<file path="config.mk">
export PLATFORM = sky130hd
export DESIGN_NAME = cvrd_decoder
export DESIGN_NICKNAME = d
export VERILOG_FILES = /design/src/verilog/cvrd_pkg.sv /design/src/verilog/cvrd_filter.sv /design/src/verilog/cvrd_decoder.sv
export SDC_FILE = /design/constraint.sdc
export NUM_CORES = 1
export LEC_CHECK = 0
export BUFFER_PORTS_ARGS = -buffer_cell sky130_fd_sc_hd__buf_2
export CORE_MARGIN = 1.5
export CORE_UTILIZATION = 58
export DETAILED_ROUTE_END_ITERATION = 8
export GPL_ROUTABILITY_DRIVEN = 0
export HOLD_SLACK_MARGIN = 0.12
export PLACE_DENSITY = 0.81
export SYNTH_ARGS = -nofsm -noshare
export SYNTH_HDL_FRONTEND = slang
export SYNTH_SLANG_ARGS = --single-unit
export TNS_END_PERCENT = 50
</file>
<file path="constraint.sdc">
create_clock -name sys_clk -period 5.8 [get_ports sys_clk]
set_input_delay 1.74 -clock sys_clk [delete_from_list [all_inputs] [get_ports sys_clk]]
set_output_delay 1.74 -clock sys_clk [all_outputs]
set_load 0.05 [all_outputs]
</file>
<file path="src/verilog/cvrd_pkg.sv">
// package: timing, reference codes and states for the charger request decoder
`default_nettype none
package cvrd_pkg;
  localparam int unsigned CLK_HZ = 40_000_000;
  localparam int CNT_W = 27;
  // filter and timing figures in their own units
  localparam int unsigned DETECT_DONE_FILTER_MS = 1250;
  localparam int unsigned MINUS_LINE_LOW_FILTER_US = 2500;
  localparam int unsigned VOLTAGE_CHANGE_FILTER_MS = 40;
  localparam int unsigned PLUS_LINE_LOW_FILTER_MS = 50;
  localparam int unsigned STEP_PULSE_FILTER_US = 150;
  // derived cycle counts
  localparam int unsigned DETECT_DONE_CYC = DETECT_DONE_FILTER_MS * (CLK_HZ / 1000);
  localparam int unsigned MINUS_LOW_CYC = MINUS_LINE_LOW_FILTER_US * (CLK_HZ / 1_000_000);
  localparam int unsigned VCHANGE_CYC = VOLTAGE_CHANGE_FILTER_MS * (CLK_HZ / 1000);
  localparam int unsigned PLUS_LOW_CYC = PLUS_LINE_LOW_FILTER_MS * (CLK_HZ / 1000);
  localparam int unsigned STEP_PULSE_CYC = STEP_PULSE_FILTER_US * (CLK_HZ / 1_000_000);
  // voltage loop reference in 0.2 V units (one unit is one output step)
  localparam int REF_W = 7;
  localparam logic [REF_W-1:0] REF_STEP = 7'h01;
  localparam logic [REF_W-1:0] REF_5V = 7'h19;
  localparam logic [REF_W-1:0] REF_9V = 7'h2d;
  localparam logic [REF_W-1:0] REF_12V = 7'h3c;
  localparam logic [REF_W-1:0] REF_MIN = 7'h12;
  localparam logic [REF_W-1:0] REF_MAX = REF_12V;
  // current loop reference selection
  typedef enum logic [1:0] {CUR_5V, CUR_9V, CUR_12V} cvrd_cur_t;
  // decoded line request
  typedef enum logic [2:0] {REQ_5V, REQ_9V, REQ_12V, REQ_CONT, REQ_HOLD} cvrd_req_t;
  typedef enum logic [1:0] {ST_PLAIN, ST_WAIT_DM, ST_HV} cvrd_state_t;
endpackage : cvrd_pkg
`default_nettype wire

</file>
<file path="src/verilog/cvrd_filter.sv">
// glitch filter: output follows the input once it has held steady for LIMIT cycles
`timescale 1ns/100ps
`default_nettype none
module cvrd_filter
  import cvrd_pkg::*;
#(
  parameter logic [CNT_W-1:0] LIMIT = 27'h0000001
) (
  input wire logic sys_clk,
  input wire logic sys_rst,
  input wire logic raw,
  output logic filt
);
  logic [CNT_W-1:0] cnt;
  logic [CNT_W-1:0] next_cnt;
  logic next_filt;

  // counter runs only while raw disagrees; any bounce back restarts it
  always_comb begin
    next_cnt = '0;
    next_filt = filt;
    if (raw != filt) begin
      if (cnt >= LIMIT - 27'h0000001) begin
        next_filt = raw;
      end else begin
        next_cnt = cnt + 27'h0000001;
      end
    end
  end

  always_ff @(posedge sys_clk) begin
    if (sys_rst) begin
      cnt <= '0;
      filt <= 1'b0;
    end else begin
      cnt <= next_cnt;
      filt <= next_filt;
    end
  end
endmodule : cvrd_filter
`default_nettype wire

</file>
<file path="src/verilog/cvrd_decoder.sv">
// charger voltage request decoder: handshake, line decode, stepping and discharge
// Function
// - default 5V voltage and current references
// - finish handshake before decoding line levels
// - map 0.6/0.6 12V, 3.3/0.6 9V, 0.6/3.3 continuous
// - short plus to minus in plain port mode
// - detection done after plus above data level 1.25 s
// - minus low recognised after 2.5 ms
// - open short within 10 ms of acceptance
// - plus low acted on after 50 ms
// - fixed request applied after 40 ms stable
// - continuous pulses filtered 100 to 200 us
// - discharge while output above 102 percent reference
// - enable discharge sink on downward switch
// - plus at ground returns 5V, resets handshake
// - continuous step is 0.2 V reference
`timescale 1ns/100ps
`default_nettype none
module cvrd_decoder
  import cvrd_pkg::*;
#(
  parameter int unsigned DETECT_CYCLES = DETECT_DONE_CYC,
  parameter int unsigned MINUS_LOW_CYCLES = MINUS_LOW_CYC,
  parameter int unsigned VCHANGE_CYCLES = VCHANGE_CYC,
  parameter int unsigned PLUS_LOW_CYCLES = PLUS_LOW_CYC,
  parameter int unsigned STEP_CYCLES = STEP_PULSE_CYC
) (
  input wire logic sys_clk,
  input wire logic sys_rst,
  input wire logic plus_data, // d+ above data detect level
  input wire logic plus_high, // d+ above selection level
  input wire logic minus_data, // d- above data detect level
  input wire logic minus_high, // d- above selection level
  input wire logic output_above_ref, // sensed output above 102 percent of reference
  output logic line_short, // d+ to d- low-resistance switch
  output logic [REF_W-1:0] voltage_loop_reference,
  output cvrd_cur_t current_loop_reference,
  output logic output_discharge,
  output logic high_voltage_port_mode,
  output logic continuous_mode
);
  // filtered line levels; the _d copies are one cycle late for edge detection
  logic plus_up_f, plus_gnd_f, minus_low_f, step_up_f, step_dn_f;
  logic step_up_d, step_dn_d;
  // detection filter clear: any d+ drop restarts the full detection time
  logic det_clr;
  // handshake progress and the request that is being timed
  cvrd_state_t state, next_state;
  cvrd_req_t req_raw, req_last, next_req_last;
  logic [CNT_W-1:0] req_cnt, next_req_cnt;
  // next values of the registered outputs
  logic [REF_W-1:0] next_ref;
  cvrd_cur_t next_cur;
  logic next_short, next_dis, next_hv, next_cont, dis_armed, next_armed;

  // the detection filter would otherwise keep its high output through a short
  // d+ ground, so a reset handshake would skip the detection wait on return
  assign det_clr = sys_rst || !plus_data;

  // d+ held at data level completes charger detection
  // only read in the plain state, so clearing it on a d+ dip costs nothing later
  cvrd_filter #(.LIMIT(CNT_W'(DETECT_CYCLES))) u_det (
    .sys_clk(sys_clk), .sys_rst(det_clr), .raw(plus_data), .filt(plus_up_f));
  // d+ at ground must persist before the handshake is dropped
  // the long filter tells an unplug or partner reset from line noise
  cvrd_filter #(.LIMIT(CNT_W'(PLUS_LOW_CYCLES))) u_plow (
    .sys_clk(sys_clk), .sys_rst(sys_rst), .raw(!plus_data), .filt(plus_gnd_f));
  // d- at ground with the switch open is the partner's answer to detection
  cvrd_filter #(.LIMIT(CNT_W'(MINUS_LOW_CYCLES))) u_mlow (
    .sys_clk(sys_clk), .sys_rst(sys_rst), .raw(!minus_data), .filt(minus_low_f));
  // step pulses: d+ raised to 3.3 steps up, d- dropped from 3.3 steps down
  // a down pulse shows 0.6/0.6, the 12V pair; it ends long before the request
  // filter runs out, so it never settles as a fixed request
  cvrd_filter #(.LIMIT(CNT_W'(STEP_CYCLES))) u_sup (
    .sys_clk(sys_clk), .sys_rst(sys_rst), .raw(plus_high), .filt(step_up_f));
  cvrd_filter #(.LIMIT(CNT_W'(STEP_CYCLES))) u_sdn (
    .sys_clk(sys_clk), .sys_rst(sys_rst), .raw(plus_data && minus_data && !minus_high),
    .filt(step_dn_f));

  // levels: data means above the detect level, high means near 3.3 V
  // level decode; unlisted pairs keep the previous voltage
  always_comb begin
    req_raw = REQ_HOLD;
    if (plus_data && !plus_high && minus_data && !minus_high) begin
      req_raw = REQ_12V;
    end else if (plus_high && minus_data && !minus_high) begin
      req_raw = REQ_9V;
    end else if (plus_data && !plus_high && minus_high) begin
      req_raw = REQ_CONT;
    end else if (plus_data && !plus_high && !minus_data) begin
      req_raw = REQ_5V;
    end
  end

  // current limit follows the band the voltage reference sits in
  // taken from the reference itself, so stepping moves the limit as well
  function automatic cvrd_cur_t cur_for(input logic [REF_W-1:0] r);
    if (r > REF_9V) begin
      cur_for = CUR_12V;
    end else if (r > REF_5V) begin
      cur_for = CUR_9V;
    end else begin
      cur_for = CUR_5V;
    end
  endfunction : cur_for

  // handshake, request and reference next state
  always_comb begin
    next_state = state;
    next_req_last = req_last;
    next_req_cnt = '0;
    next_ref = voltage_loop_reference;
    next_cont = continuous_mode;
    next_short = line_short;
    next_hv = high_voltage_port_mode;
    // each state sets only what it changes; the defaults above hold the rest and clear req_cnt
    unique case (state)
      ST_PLAIN: begin
        // switch stays closed so the partner sees a plain charging port
        next_short = 1'b1;
        if (plus_up_f) begin
          next_state = ST_WAIT_DM;
          next_short = 1'b0; // opened next edge, well inside 10 ms
        end
      end
      ST_WAIT_DM: begin
        // short removed so the partner's d- pull-down can show
        if (minus_low_f) begin
          next_state = ST_HV;
          next_hv = 1'b1;
          next_req_last = REQ_HOLD;
        end
      end
      ST_HV: begin
        // a new pair restarts the settle count; the count stops once applied,
        // so a steady pair acts only once
        if (req_raw != req_last) begin
          next_req_last = req_raw;
        end else if (req_cnt >= CNT_W'(VCHANGE_CYCLES) - 27'h0000001) begin
          next_req_cnt = req_cnt; // request settled; apply on the first settled cycle
          if (req_cnt == CNT_W'(VCHANGE_CYCLES) - 27'h0000001) begin
            next_req_cnt = req_cnt + 27'h0000001;
            unique case (req_raw)
              REQ_5V: begin next_ref = REF_5V; next_cont = 1'b0; end
              REQ_9V: begin next_ref = REF_9V; next_cont = 1'b0; end
              REQ_12V: begin next_ref = REF_12V; next_cont = 1'b0; end
              // continuous entry keeps the present reference; steps start from it
              REQ_CONT: next_cont = 1'b1;
              REQ_HOLD: ;
            endcase
          end
        end else begin
          next_req_cnt = req_cnt + 27'h0000001;
        end
        // one reference unit per accepted pulse, held inside the range
        // edge-triggered, so a pulse longer than the filter still gives one step
        if (continuous_mode && step_up_f && !step_up_d && voltage_loop_reference < REF_MAX) begin
          next_ref = voltage_loop_reference + REF_STEP;
        end else if (continuous_mode && step_dn_f && !step_dn_d && voltage_loop_reference > REF_MIN) begin
          next_ref = voltage_loop_reference - REF_STEP;
        end
      end
    endcase
    // ground on d+ wins over everything, whatever d- does
    // it also leaves the wait state, so a partner that never answers can retry
    if (plus_gnd_f && state != ST_PLAIN) begin
      next_state = ST_PLAIN;
      next_ref = REF_5V;
      next_cont = 1'b0;
      next_hv = 1'b0;
      next_short = 1'b1;
    end
    // current band from the next reference, so both move on the same edge
    next_cur = cur_for(next_ref);
  end

  // discharge: armed by a downward switch, active while the output is still high
  // only the comparator ends it; a sink held on by a faulty sense is not timed out
  always_comb begin
    next_armed = dis_armed;
    if (next_ref < voltage_loop_reference) begin
      next_armed = 1'b1; // set wins over the clear below
    end else if (dis_armed && !output_above_ref) begin
      next_armed = 1'b0;
    end
    next_dis = next_armed && output_above_ref;
  end

  always_ff @(posedge sys_clk) begin
    if (sys_rst) begin
      // power-up: plain port, switch closed, 5V targets
      state <= ST_PLAIN;
      req_last <= REQ_HOLD;
      req_cnt <= '0;
      voltage_loop_reference <= REF_5V;
      current_loop_reference <= CUR_5V;
      continuous_mode <= 1'b0;
      line_short <= 1'b1;
      high_voltage_port_mode <= 1'b0;
      dis_armed <= 1'b0;
      output_discharge <= 1'b0;
      // edge history starts low; edges seen before continuous mode are ignored anyway
      step_up_d <= 1'b0;
      step_dn_d <= 1'b0;
    end else begin
      // every output of the block is taken straight from these flops
      state <= next_state;
      req_last <= next_req_last;
      req_cnt <= next_req_cnt;
      voltage_loop_reference <= next_ref;
      current_loop_reference <= next_cur;
      continuous_mode <= next_cont;
      line_short <= next_short;
      high_voltage_port_mode <= next_hv;
      dis_armed <= next_armed;
      output_discharge <= next_dis;
      step_up_d <= step_up_f;
      step_dn_d <= step_dn_f;
    end
  end
endmodule : cvrd_decoder
`default_nettype wire

</file>
# Yosys cells after proc, flatten, opt, wreduce, memory -nomap -nowiden
# Cells that the tools add are included.
[op_classes]
order_cmp = 11
n_addsub = 8
n_reduce_logical = 50
n_mux = 26
eq_ne = 16
bitwise = 7
[ops]
columns = ["operator", "n"]
rows = [
  ["$add A27 B1 Y27 const B", 6],
  ["$ge A27 B13 Y1 const B", 2],
  ["$ge A27 B21 Y1 const B", 2],
  ["$mux W27", 2],
  ["$mux W7", 7],
  ["$eq A27 B21 Y1 const B", 1],
  ["$ge A27 B17 Y1 const B", 1],
  ["$ge A27 B26 Y1 const B", 1],
  ["$pmux W7 S3", 1],
  ["$reduce_or A3 Y1", 7],
  ["$logic_and A1 B1 Y1", 18],
  ["$mux W3", 6],
  ["$gt A7 B5 Y1 const B", 2],
  ["$reduce_and A2 Y1", 6],
  ["$reduce_bool A2 Y1", 4],
  ["$add A7 B1 Y7 const B", 1],
  ["$gt A7 B6 Y1 const B", 1],
  ["$logic_not A1 Y1", 7],
  ["$lt A7 B6 Y1 const B", 1],
  ["$lt A7 B7 Y1", 1],
  ["$not A1 Y1", 7],
  ["$sub A7 B1 Y7 const B", 1],
  ["$eq A3 B2 Y1 const B", 2],
  ["$mux W2", 3],
  ["17 further kinds", 28],
]
[totals]
reg_bits = 188
out_inout_bits = 13
wordCells = 141
inputBits = 7

# Longest topological paths before layout
# Gate-level depths: netlist of run 1.
[logic_depth]
word_depth = 19
ltp_mapped = 17
depth_no_buf = 15

# Hierarchy
# A second synthesis of run 1 with hierarchy kept.
[unflattened]
cells_unflattened = 940
area_unflattened_um2 = 8628.3
[by_module_without_submodules]
columns = ["mod", "area_per_inst_um2", "instances", "seq_area_each_um2", "cells_per_inst"]
rows = [
  ["cvrd_decoder", 2922.8, 1, 960.9, 361],
  ["cvrd_filter at u_det", 1278.7, 1, 560.5, 142],
  ["cvrd_filter at u_plow", 1222.4, 1, 560.5, 138],
  ["cvrd_filter at u_mlow", 1164.9, 1, 560.5, 116],
  ["cvrd_filter at u_sup", 1022.2, 1, 560.5, 92],
  ["cvrd_filter at u_sdn", 1017.2, 1, 560.5, 91],
]

# Worst setup path after synthesis of run 1
# OpenSTA, ideal clock, no wires.
[synth_path]
kind = "in2reg"
start = "input plus_data"
end = "register output_discharge"
path_stages = 17
setup_time_ns = 0.059
t_arrival_ns = 4.739
path_slack_ns = 1.001
n_path_buf = 3
required_time_ns = 5.741
cell_sequence = "buf_2 -> nand2b_1 -> buf_2 -> and4b_1 -> o311ai_1 -> buf_2 -> nor3_4 -> a211oi_1 -> o22ai_4 -> ha_1 -> a21o_1 -> a21o_1 -> a21oi_1 -> a21oi_1 -> a211o_1 -> a311oi_2 -> and2_1"
[synth_between]
elab_chain_cells = 18
word_cells_on_any_way = 24
classes_between = "order compare: 1; eq/ne: 3; mux: 13; reduce/logical: 7"
[synth_rtl]
columns = ["element", "line", "rtl"]
rows = [
  ["start, declared", "cvrd_decoder.sv:30", "input wire logic plus_data,"],
  ["$logic_and A1 B1 Y1 *", "cvrd_decoder.sv:84, cvrd_decoder.sv:88, cvrd_decoder.sv:90", ""],
  ["$logic_and A1 B1 Y1", "cvrd_decoder.sv:90", "end else if (plus_data && !plus_high && !minus_data) begin"],
  ["$mux W3", "cvrd_decoder.sv:90", ""],
  ["$mux W3", "cvrd_decoder.sv:88", "end else if (plus_data && !plus_high && minus_high) begin"],
  ["$mux W3", "cvrd_decoder.sv:86", "end else if (plus_high && minus_data && !minus_high) begin"],
  ["$mux W3 *", "cvrd_decoder.sv:84", "if (plus_data && !plus_high && minus_data && !minus_high) begin"],
  ["$eq A3 B2 Y1 (tied with other cells)", "cvrd_decoder.sv:143", "unique case (req_raw)"],
  ["$pmux W7 S3", "cvrd_decoder.sv:143", ""],
  ["[3 not listed]", "n/a", ""],
  ["$mux W7 *", "cvrd_decoder.sv:159", "end else if (continuous_mode && step_dn_f && !step_dn_d && voltage_loop_reference > REF_MIN) begin"],
  ["$mux W7 *", "cvrd_decoder.sv:157", "if (continuous_mode && step_up_f && !step_up_d && voltage_loop_reference < REF_MAX) begin"],
  ["$mux W7 *", "cvrd_decoder.sv:117", "unique case (state)"],
  ["$mux W7 *", "cvrd_decoder.sv:166", "if (plus_gnd_f && state != ST_PLAIN) begin"],
  ["net next_ref[3]", "cvrd_decoder.sv:52", "logic [REF_W-1:0] next_ref;"],
  ["$lt A7 B7 Y1 *", "cvrd_decoder.sv:181", "if (next_ref < voltage_loop_reference) begin"],
  ["$mux W1 *", "cvrd_decoder.sv:181", ""],
  ["$logic_and A1 B1 Y1 *", "cvrd_decoder.sv:186", "next_dis = next_armed && output_above_ref;"],
  ["end signal, assigned", "cvrd_decoder.sv:216", "output_discharge <= next_dis;"],
  ["end, declared", "cvrd_decoder.sv:38", "output logic output_discharge,"],
]
# The timed path passes the listed nets; every way through them passes the cells marked *.
# A chain may end at the register's enable or synchronous reset.

# Worst setup path in the final report of run 1
[layout_path]
start = "input plus_high"
end = "register output_discharge"
[layout_between]
elab_chain_cells = 19
word_cells_on_any_way = 27
classes_between = "order compare: 1; eq/ne: 3; mux: 13; reduce/logical: 10"
[layout_rtl]
columns = ["element", "line", "rtl"]
rows = [
  ["start, declared", "cvrd_decoder.sv:31", "input wire logic plus_high,"],
  ["$logic_not A1 Y1", "cvrd_decoder.sv:84, cvrd_decoder.sv:88, cvrd_decoder.sv:90", ""],
  ["$logic_and A1 B1 Y1", "cvrd_decoder.sv:84, cvrd_decoder.sv:88, cvrd_decoder.sv:90", ""],
  ["$logic_and A1 B1 Y1", "cvrd_decoder.sv:90", ""],
  ["$mux W3", "cvrd_decoder.sv:90", ""],
  ["$mux W3", "cvrd_decoder.sv:88", ""],
  ["$mux W3", "cvrd_decoder.sv:86", ""],
  ["$mux W3 *", "cvrd_decoder.sv:84", ""],
  ["$eq A3 B2 Y1 (tied with other cells)", "cvrd_decoder.sv:143", ""],
  ["[4 not listed]", "n/a", ""],
  ["$mux W7 *", "cvrd_decoder.sv:159", ""],
  ["$mux W7 *", "cvrd_decoder.sv:157", ""],
  ["$mux W7 *", "cvrd_decoder.sv:117", ""],
  ["$mux W7 *", "cvrd_decoder.sv:166", ""],
  ["net next_ref[4]", "cvrd_decoder.sv:52", ""],
  ["$lt A7 B7 Y1 *", "cvrd_decoder.sv:181", ""],
  ["$mux W1 *", "cvrd_decoder.sv:181", ""],
  ["$logic_and A1 B1 Y1 *", "cvrd_decoder.sv:186", ""],
]
# Marked as above.

==> flow_metrics.tcl, run 1 <==
set metrics [dict create \
    ir_worst_vdd_mv 0.198 \
    p_seq_share_pct 50.9 \
    cts_repair_resize_count 0 \
    drc 0 \
    io_pins 20 \
    ys_top_cells_by_area "dfxtp_1, nor2_1, xor2_1" \
    combinationalPowerShare_pct 2.3 \
    clockBufferDepth 2 \
    r2r_cells 14 \
    antenna_found_initial 2 \
    finalSetupTns_ns 0 \
    slew_headroom_pct 27.9 \
    r2r_start "req_cnt[3]" \
    seq_area_sq_mm 0.00376 \
    clkPwrFrac_pct 46.8 \
    yosys_warnings 0 \
    multi_input_area_sq_mm 0.00409 \
    cts_tree "yes" \
    slew_viol_final 0 \
    swShare_pct 20.6 \
    vias 6186 \
    fin_crit_ns 4.83 \
    drive_above_1_share_pct 6.66 \
    synth.top_cell.area_share_pct 47.7 \
    total_power_uw 2600 \
    initial_utilization_pct 59.6 \
    cts_hold_buf 0 \
    yosysTopAreaCell "dfxtp_1" \
    synthTopCellsByCount "dfxtp_1, nor2_1, nand2_1" \
    htree_levels 4 \
    cap_violations 0 \
    die_area_sq_mm 0.0143 \
    switchingPower_uw 535 \
    syn_to_final_growth_pct 12.8 \
    crit_start "plus_high" \
    final_util_pct 67.3 \
    syn-cell-area_sq_mm 0.00789 \
    yosysUniqueCellTypes 68 \
    grt_start_max_net_pins 27 \
    finalSetupViolCount 0 \
    cts_sinks 188 \
    io_buffer_count 19 \
    num_rows 42 \
    first_pass_iters 5 \
    drtIter0Drc 642 \
    critical_path_arrival_ns 5.21 \
    rsz0062_at_grt "no" \
    cts_setup_buffers 0 \
    r2r-end "output_discharge" \
    yosysSeqAreaShare_pct 47.7 \
    nNetsFinal 970 \
    leakage_uw 0.00319 \
    synth_edf_count 0 \
    fin_crit_sh_pct 83.3 \
    die-width_um 120 \
    outcome "completed" \
    regToRegSetupSlack_ns 1.87 \
    critPathMaxFanout 12 \
    finalHoldViolations 0 \
    wirelength_mm 14.9 \
    synth_area_per_cell_sq_um 8.84 \
    track_usage_pct 21.8 \
    numCtsBuffers 17 \
    fillers 1073 \
    hold_path_class "reg2reg" \
    startpoint_type "input pin" \
    synth_most_common_cell "dfxtp_1" \
    critPathCaptureType "register" \
    synth-async-reset-ratio_pct 0 \
    cts.reportedPaths.clkPinSlew_ns 0.06 \
    fin_skew_ns 0.00740 \
    synth-main-ff-cell "dfxtp_1" \
    cp-endpoint "output_discharge" \
    critical_path_required_ns 6.18 \
    die_height_um 120 \
    hpwl_mm 10.3 \
    fmax_mhz 207 \
    via_per_inst 5.43 \
    clk_latency_ns 0.43 \
    gr-total-overflow 0 \
    ys_ff_latch 188 \
    power.density_mw_per_mm2 292 \
    grt_pass1_wl_mm 25.4 \
    synthCells 893 \
    post_drt_wl_per_cell_um 13.1 \
    grt_pass1_vias 5654 \
    worst_pin_slew_ns 1.08 \
    core_area_sq_mm 0.0132 \
    path_class "in2reg" \
    p_int_uw 2070 \
    ant_nets 0 \
    cts_root_buf "clkbuf_16" \
]
==> through the flow <==
step           area, sq um  setup slack, ns  hold WS, ns  std cells
4_1_cts               8900             1.03        0.465       1137
6_report              8910            0.969        0.461       1139
3_5_place_dp          8280            0.632        0.450       1107
2_1_floorplan         8060             1.00        0.426        937
3_3_place_gp          8280            0.717        0.440       1107
5_1_grt               8900            0.725        0.475       1137
==> cells by family after synthesis <==
kind of cell	after synthesis	share of synthesized area [%]
muxes	7	0.888
buffers and inverters	51	2.54
other	1	0.0475
xor gates and xnor gates	90	9.99
DFF	188	47.7
and+or+nand+nor	423	26.3
AOI/OAI and AO/OA	120	10.4
adders and majority gates	13	2.06
==> registers in the layout, summed over array words and instances, names as in the netlist, 2 cells and up <==
signal	flops
voltage_loop_reference	7
req_cnt	27
state	2
u_mlow.cnt	27
u_plow.cnt	27
current_loop_reference	2
u_det.cnt	27
req_last	3
u_sup.cnt	27
u_sdn.cnt	27
==> placed cells by master (no fill, tap or decap), drive strengths merged, types with 11 or more instances in the layout <==
cell and instances:
buf 21, xor2 47, nor2 164, nor4 11
xnor2 43, nor3 24, or3 17, nand2 67
nand3 40, nand4 18, conb 45, o21ai 26
clkbuf 18, inv 28, ha 13, a21oi 26
and3 19, and2 18, dfxtp 188
==> layer usage <==
layer | wire, um | vias to the layer above | global-route usage, %
li1 | - | 3181 | -
met1 | 6940 | 2807 | 28.4
met2 | 6580 | 161 | 33.9
met3 | 1050 | 35 | 6.46
met4 | 329 | 2 | 8.93
met5 | 13 | - | 0
==> power groups by stage <==
| stage | combinational (uW) | clock (uW) | sequential, uW |
|---|---|---|---|
| after CTS | 57.4 | 1240 | 1320 |
| after detailed placement | 56.7 | 0 | 1350 |
| after global placement | 56.2 | 0 | 1350 |
| final | 58.9 | 1220 | 1320 |
| after floorplan | 38.6 | 0 | 1350 |
| after global routing | 65.9 | 1300 | 1320 |
==> worst max-delay path, stage by stage <==
cell and delay (ns):
buf_2 0.14, nand2b_1 0.27, nor4_1 0.34, o311ai_1 0.13
buf_4 0.19, or4_1 0.49, a31oi_1 0.23, or2_2 0.16
ha_1 0.24, a21o_1 0.17, a21o_1 0.18, a21oi_1 0.16
a21oi_1 0.06, a211o_1 0.29, a311oi_2 0.27, and2_1 0.15
==> cell type report <==
cell class | count | share of cell area [%]
multi-input cells | 698 | 46.0
flip-flops and latches | 188 | 42.3
clock buffers | 18 | 4.93
well taps | 176 | 2.47
clock inverters | 12 | 2.07
repair buffers | 21 | 1.24
inverters | 24 | 1.01
diodes | 2 | 0.0562
==> how the worst min path moves through the flow <==
| stage | from | end | slack (ns) | cells past startpoint |
|---|---|---|---|---|
| after global routing | u_sup.cnt[0] | u_sup.cnt[0] | 0.48 | 1 |
| after floorplan | u_mlow.cnt[0] | u_mlow.cnt[0] | 0.43 | 1 |
| after global placement | u_mlow.cnt[0] | u_mlow.cnt[0] | 0.44 | 1 |
| after detailed placement | req_cnt[26] | req_cnt[26] | 0.45 | 1 |
| after CTS | u_sup.cnt[0] | u_sup.cnt[0] | 0.46 | 1 |
| final | req_cnt[26] | req_cnt[26] | 0.46 | 1 |
Power figures use the tool's default switching activity.
==> run 2: changes to the inputs <==
==> constraint.sdc (replaced) <==
create_clock -name sys_clk -period 5 [get_ports sys_clk]
set_input_delay 1.5 -clock sys_clk [delete_from_list [all_inputs] [get_ports sys_clk]]
set_output_delay 1.5 -clock sys_clk [all_outputs]
set_load 0.05 [all_outputs]
==> flow_metrics.tcl, run 2 (synthesis gave the netlist of run 1 again) <==
set metrics [dict create \
    finalSetupViolCount 0 \
    die_area_sq_mm 0.0143 \
    drive_above_1_share_pct 6.95 \
    grt_pass1_vias 5768 \
    num_rows 42 \
    combinationalPowerShare_pct 2.3 \
    cts_root_buf "clkbuf_16" \
    final_common_cell "dfxtp_1" \
    die_height_um 120 \
    via_per_inst 5.42 \
    finalHoldViolations 0 \
    initial_utilization_pct 59.6 \
    cts_setup_buffers 0 \
    wirelength_mm 14.9 \
    cts_sinks 188 \
    fillers 1094 \
    syn_to_final_growth_pct 12.7 \
    startpoint_type "input pin" \
    grt_pass1_wl_mm 25.6 \
    fmax_mhz 224 \
    drc 0 \
    critical_path_required_ns 5.38 \
    finalSetupTns_ns 0 \
    ant_nets 0 \
    first_pass_iters 5 \
    core_area_sq_mm 0.0132 \
    cts_hold_buf 0 \
    p_seq_share_pct 51.8 \
    fin_crit_ns 4.46 \
    power.density_mw_per_mm2 333 \
    fin_skew_ns 0.00994 \
    drtIter0Drc 518 \
    cts_repair_resize_count 0 \
    final_cell_mix "dfxtp_1, nor2_1, nand2_1, xor2_1, conb_1" \
    swShare_pct 22.5 \
    critical_path_arrival_ns 4.84 \
    fin_crit_sh_pct 89.2 \
    vias 6191 \
    total_power_uw 2960 \
    slew_viol_final 0 \
    p_int_uw 2300 \
    grt_start_max_net_pins 27 \
    hpwl_mm 10.3 \
    io_buffer_count 19 \
    track_usage_pct 22.0 \
    cts.reportedPaths.clkPinSlew_ns 0.07 \
    fin_area_sq_mm 0.00890 \
    htree_levels 4 \
    ir_worst_vdd_mv 0.319 \
    die-width_um 120 \
    outcome "completed" \
    clockBufferDepth 2 \
    slew_headroom_pct 21.8 \
    place_area_sq_mm 0.00829 \
    cts_tree "yes" \
    antenna_found_initial 2 \
    worst_pin_slew_ns 1.17 \
    hold_path_class "reg2reg" \
    switchingPower_uw 665 \
    critPathCaptureType "register" \
    clkPwrFrac_pct 45.9 \
    path_class "in2reg" \
    fin_hold_ws_ns 0.460 \
    seq_area_sq_mm 0.00376 \
    clk_latency_ns 0.44 \
    post_drt_wl_per_cell_um 13.1 \
    nNetsFinal 971 \
    gr-total-overflow 0 \
    critPathMaxFanout 11 \
    rsz0062_at_grt "no" \
    cap_violations 0 \
    final_util_pct 67.2 \
    leakage_uw 0.00317 \
    numCtsBuffers 17 \
    multi_input_area_sq_mm 0.00409 \
    io_pins 20 \
]
## run 2: changes by cell type in the layout (fill, tap and decap cells not counted)
cell,before,now
bufinv_16,4,2
clkinv_8,0,2
clkinvlp_4,0,2
inv_6,2,4
buf_4,2,3
clkbuf_8,1,0
clkinv_2,3,2
clkinv_4,1,2
inv_8,2,1
## run 2: power by group through the flow
stage | combinational [uW] | sequential [uW] | clock [uW]
after floorplan | 44.8 | 1570 | 0
after global placement | 65.6 | 1570 | 0
after detailed placement | 66.0 | 1570 | 0
after CTS | 66.3 | 1530 | 1390
after global routing | 76.0 | 1540 | 1450
final | 68.2 | 1530 | 1360
## run 2: final timing paths
| check | cells after the start | slack, ns | endpoint | from |
|---|---|---|---|---|
| hold reg to reg | 1 | 0.46 | req_cnt[25] | req_cnt[25] |
| setup / recovery | 16 | 0.54 | output_discharge | plus_high |
| hold / removal | 1 | 0.46 | req_cnt[25] | req_cnt[25] |
| setup reg to reg | 14 | 1.17 | output_discharge | req_cnt[11] |
## run 2: per-layer routing
metal	global-route usage, %	share of wire, %	up-vias
met2	34.4	44	143
met3	5.75	5.5	32
li1	-	-	3186
met5	0	0.12	-
met1	28.8	48	2828
met4	9.67	2.1	2
## run 2: critical path, stage by stage
cell and delay [ns]:
buf_2 0.14, nand2b_1 0.27, and4b_1 0.29, o311ai_1 0.36, buf_4 0.25, nor3_4 0.07, a211oi_1 0.38, o22ai_4 0.13
ha_1 0.23, a21o_1 0.18, a21o_1 0.17, a21oi_1 0.14, a21oi_1 0.05, a211o_1 0.27, a311oi_2 0.25, and2_1 0.15
## run 2: through the flow
step | setup slack [ns] | cells
after global routing | 0.303 | 1140
after floorplan | 0.441 | 937
final | 0.542 | 1142
after detailed placement | 0.130 | 1108
after global placement | 0.247 | 1108
after CTS | 0.588 | 1140
## run 2: cell type report
type                            instances  area share (%)
Multi-Input combinational cell        698            46.0
Sequential cell                       188            42.3
Clock buffer                           17            4.78
Tap cell                              176            2.48
Clock inverter                         15            2.04
Timing Repair Buffer                   22            1.32
Inverter                               24            1.01
Antenna cell                            2          0.0563
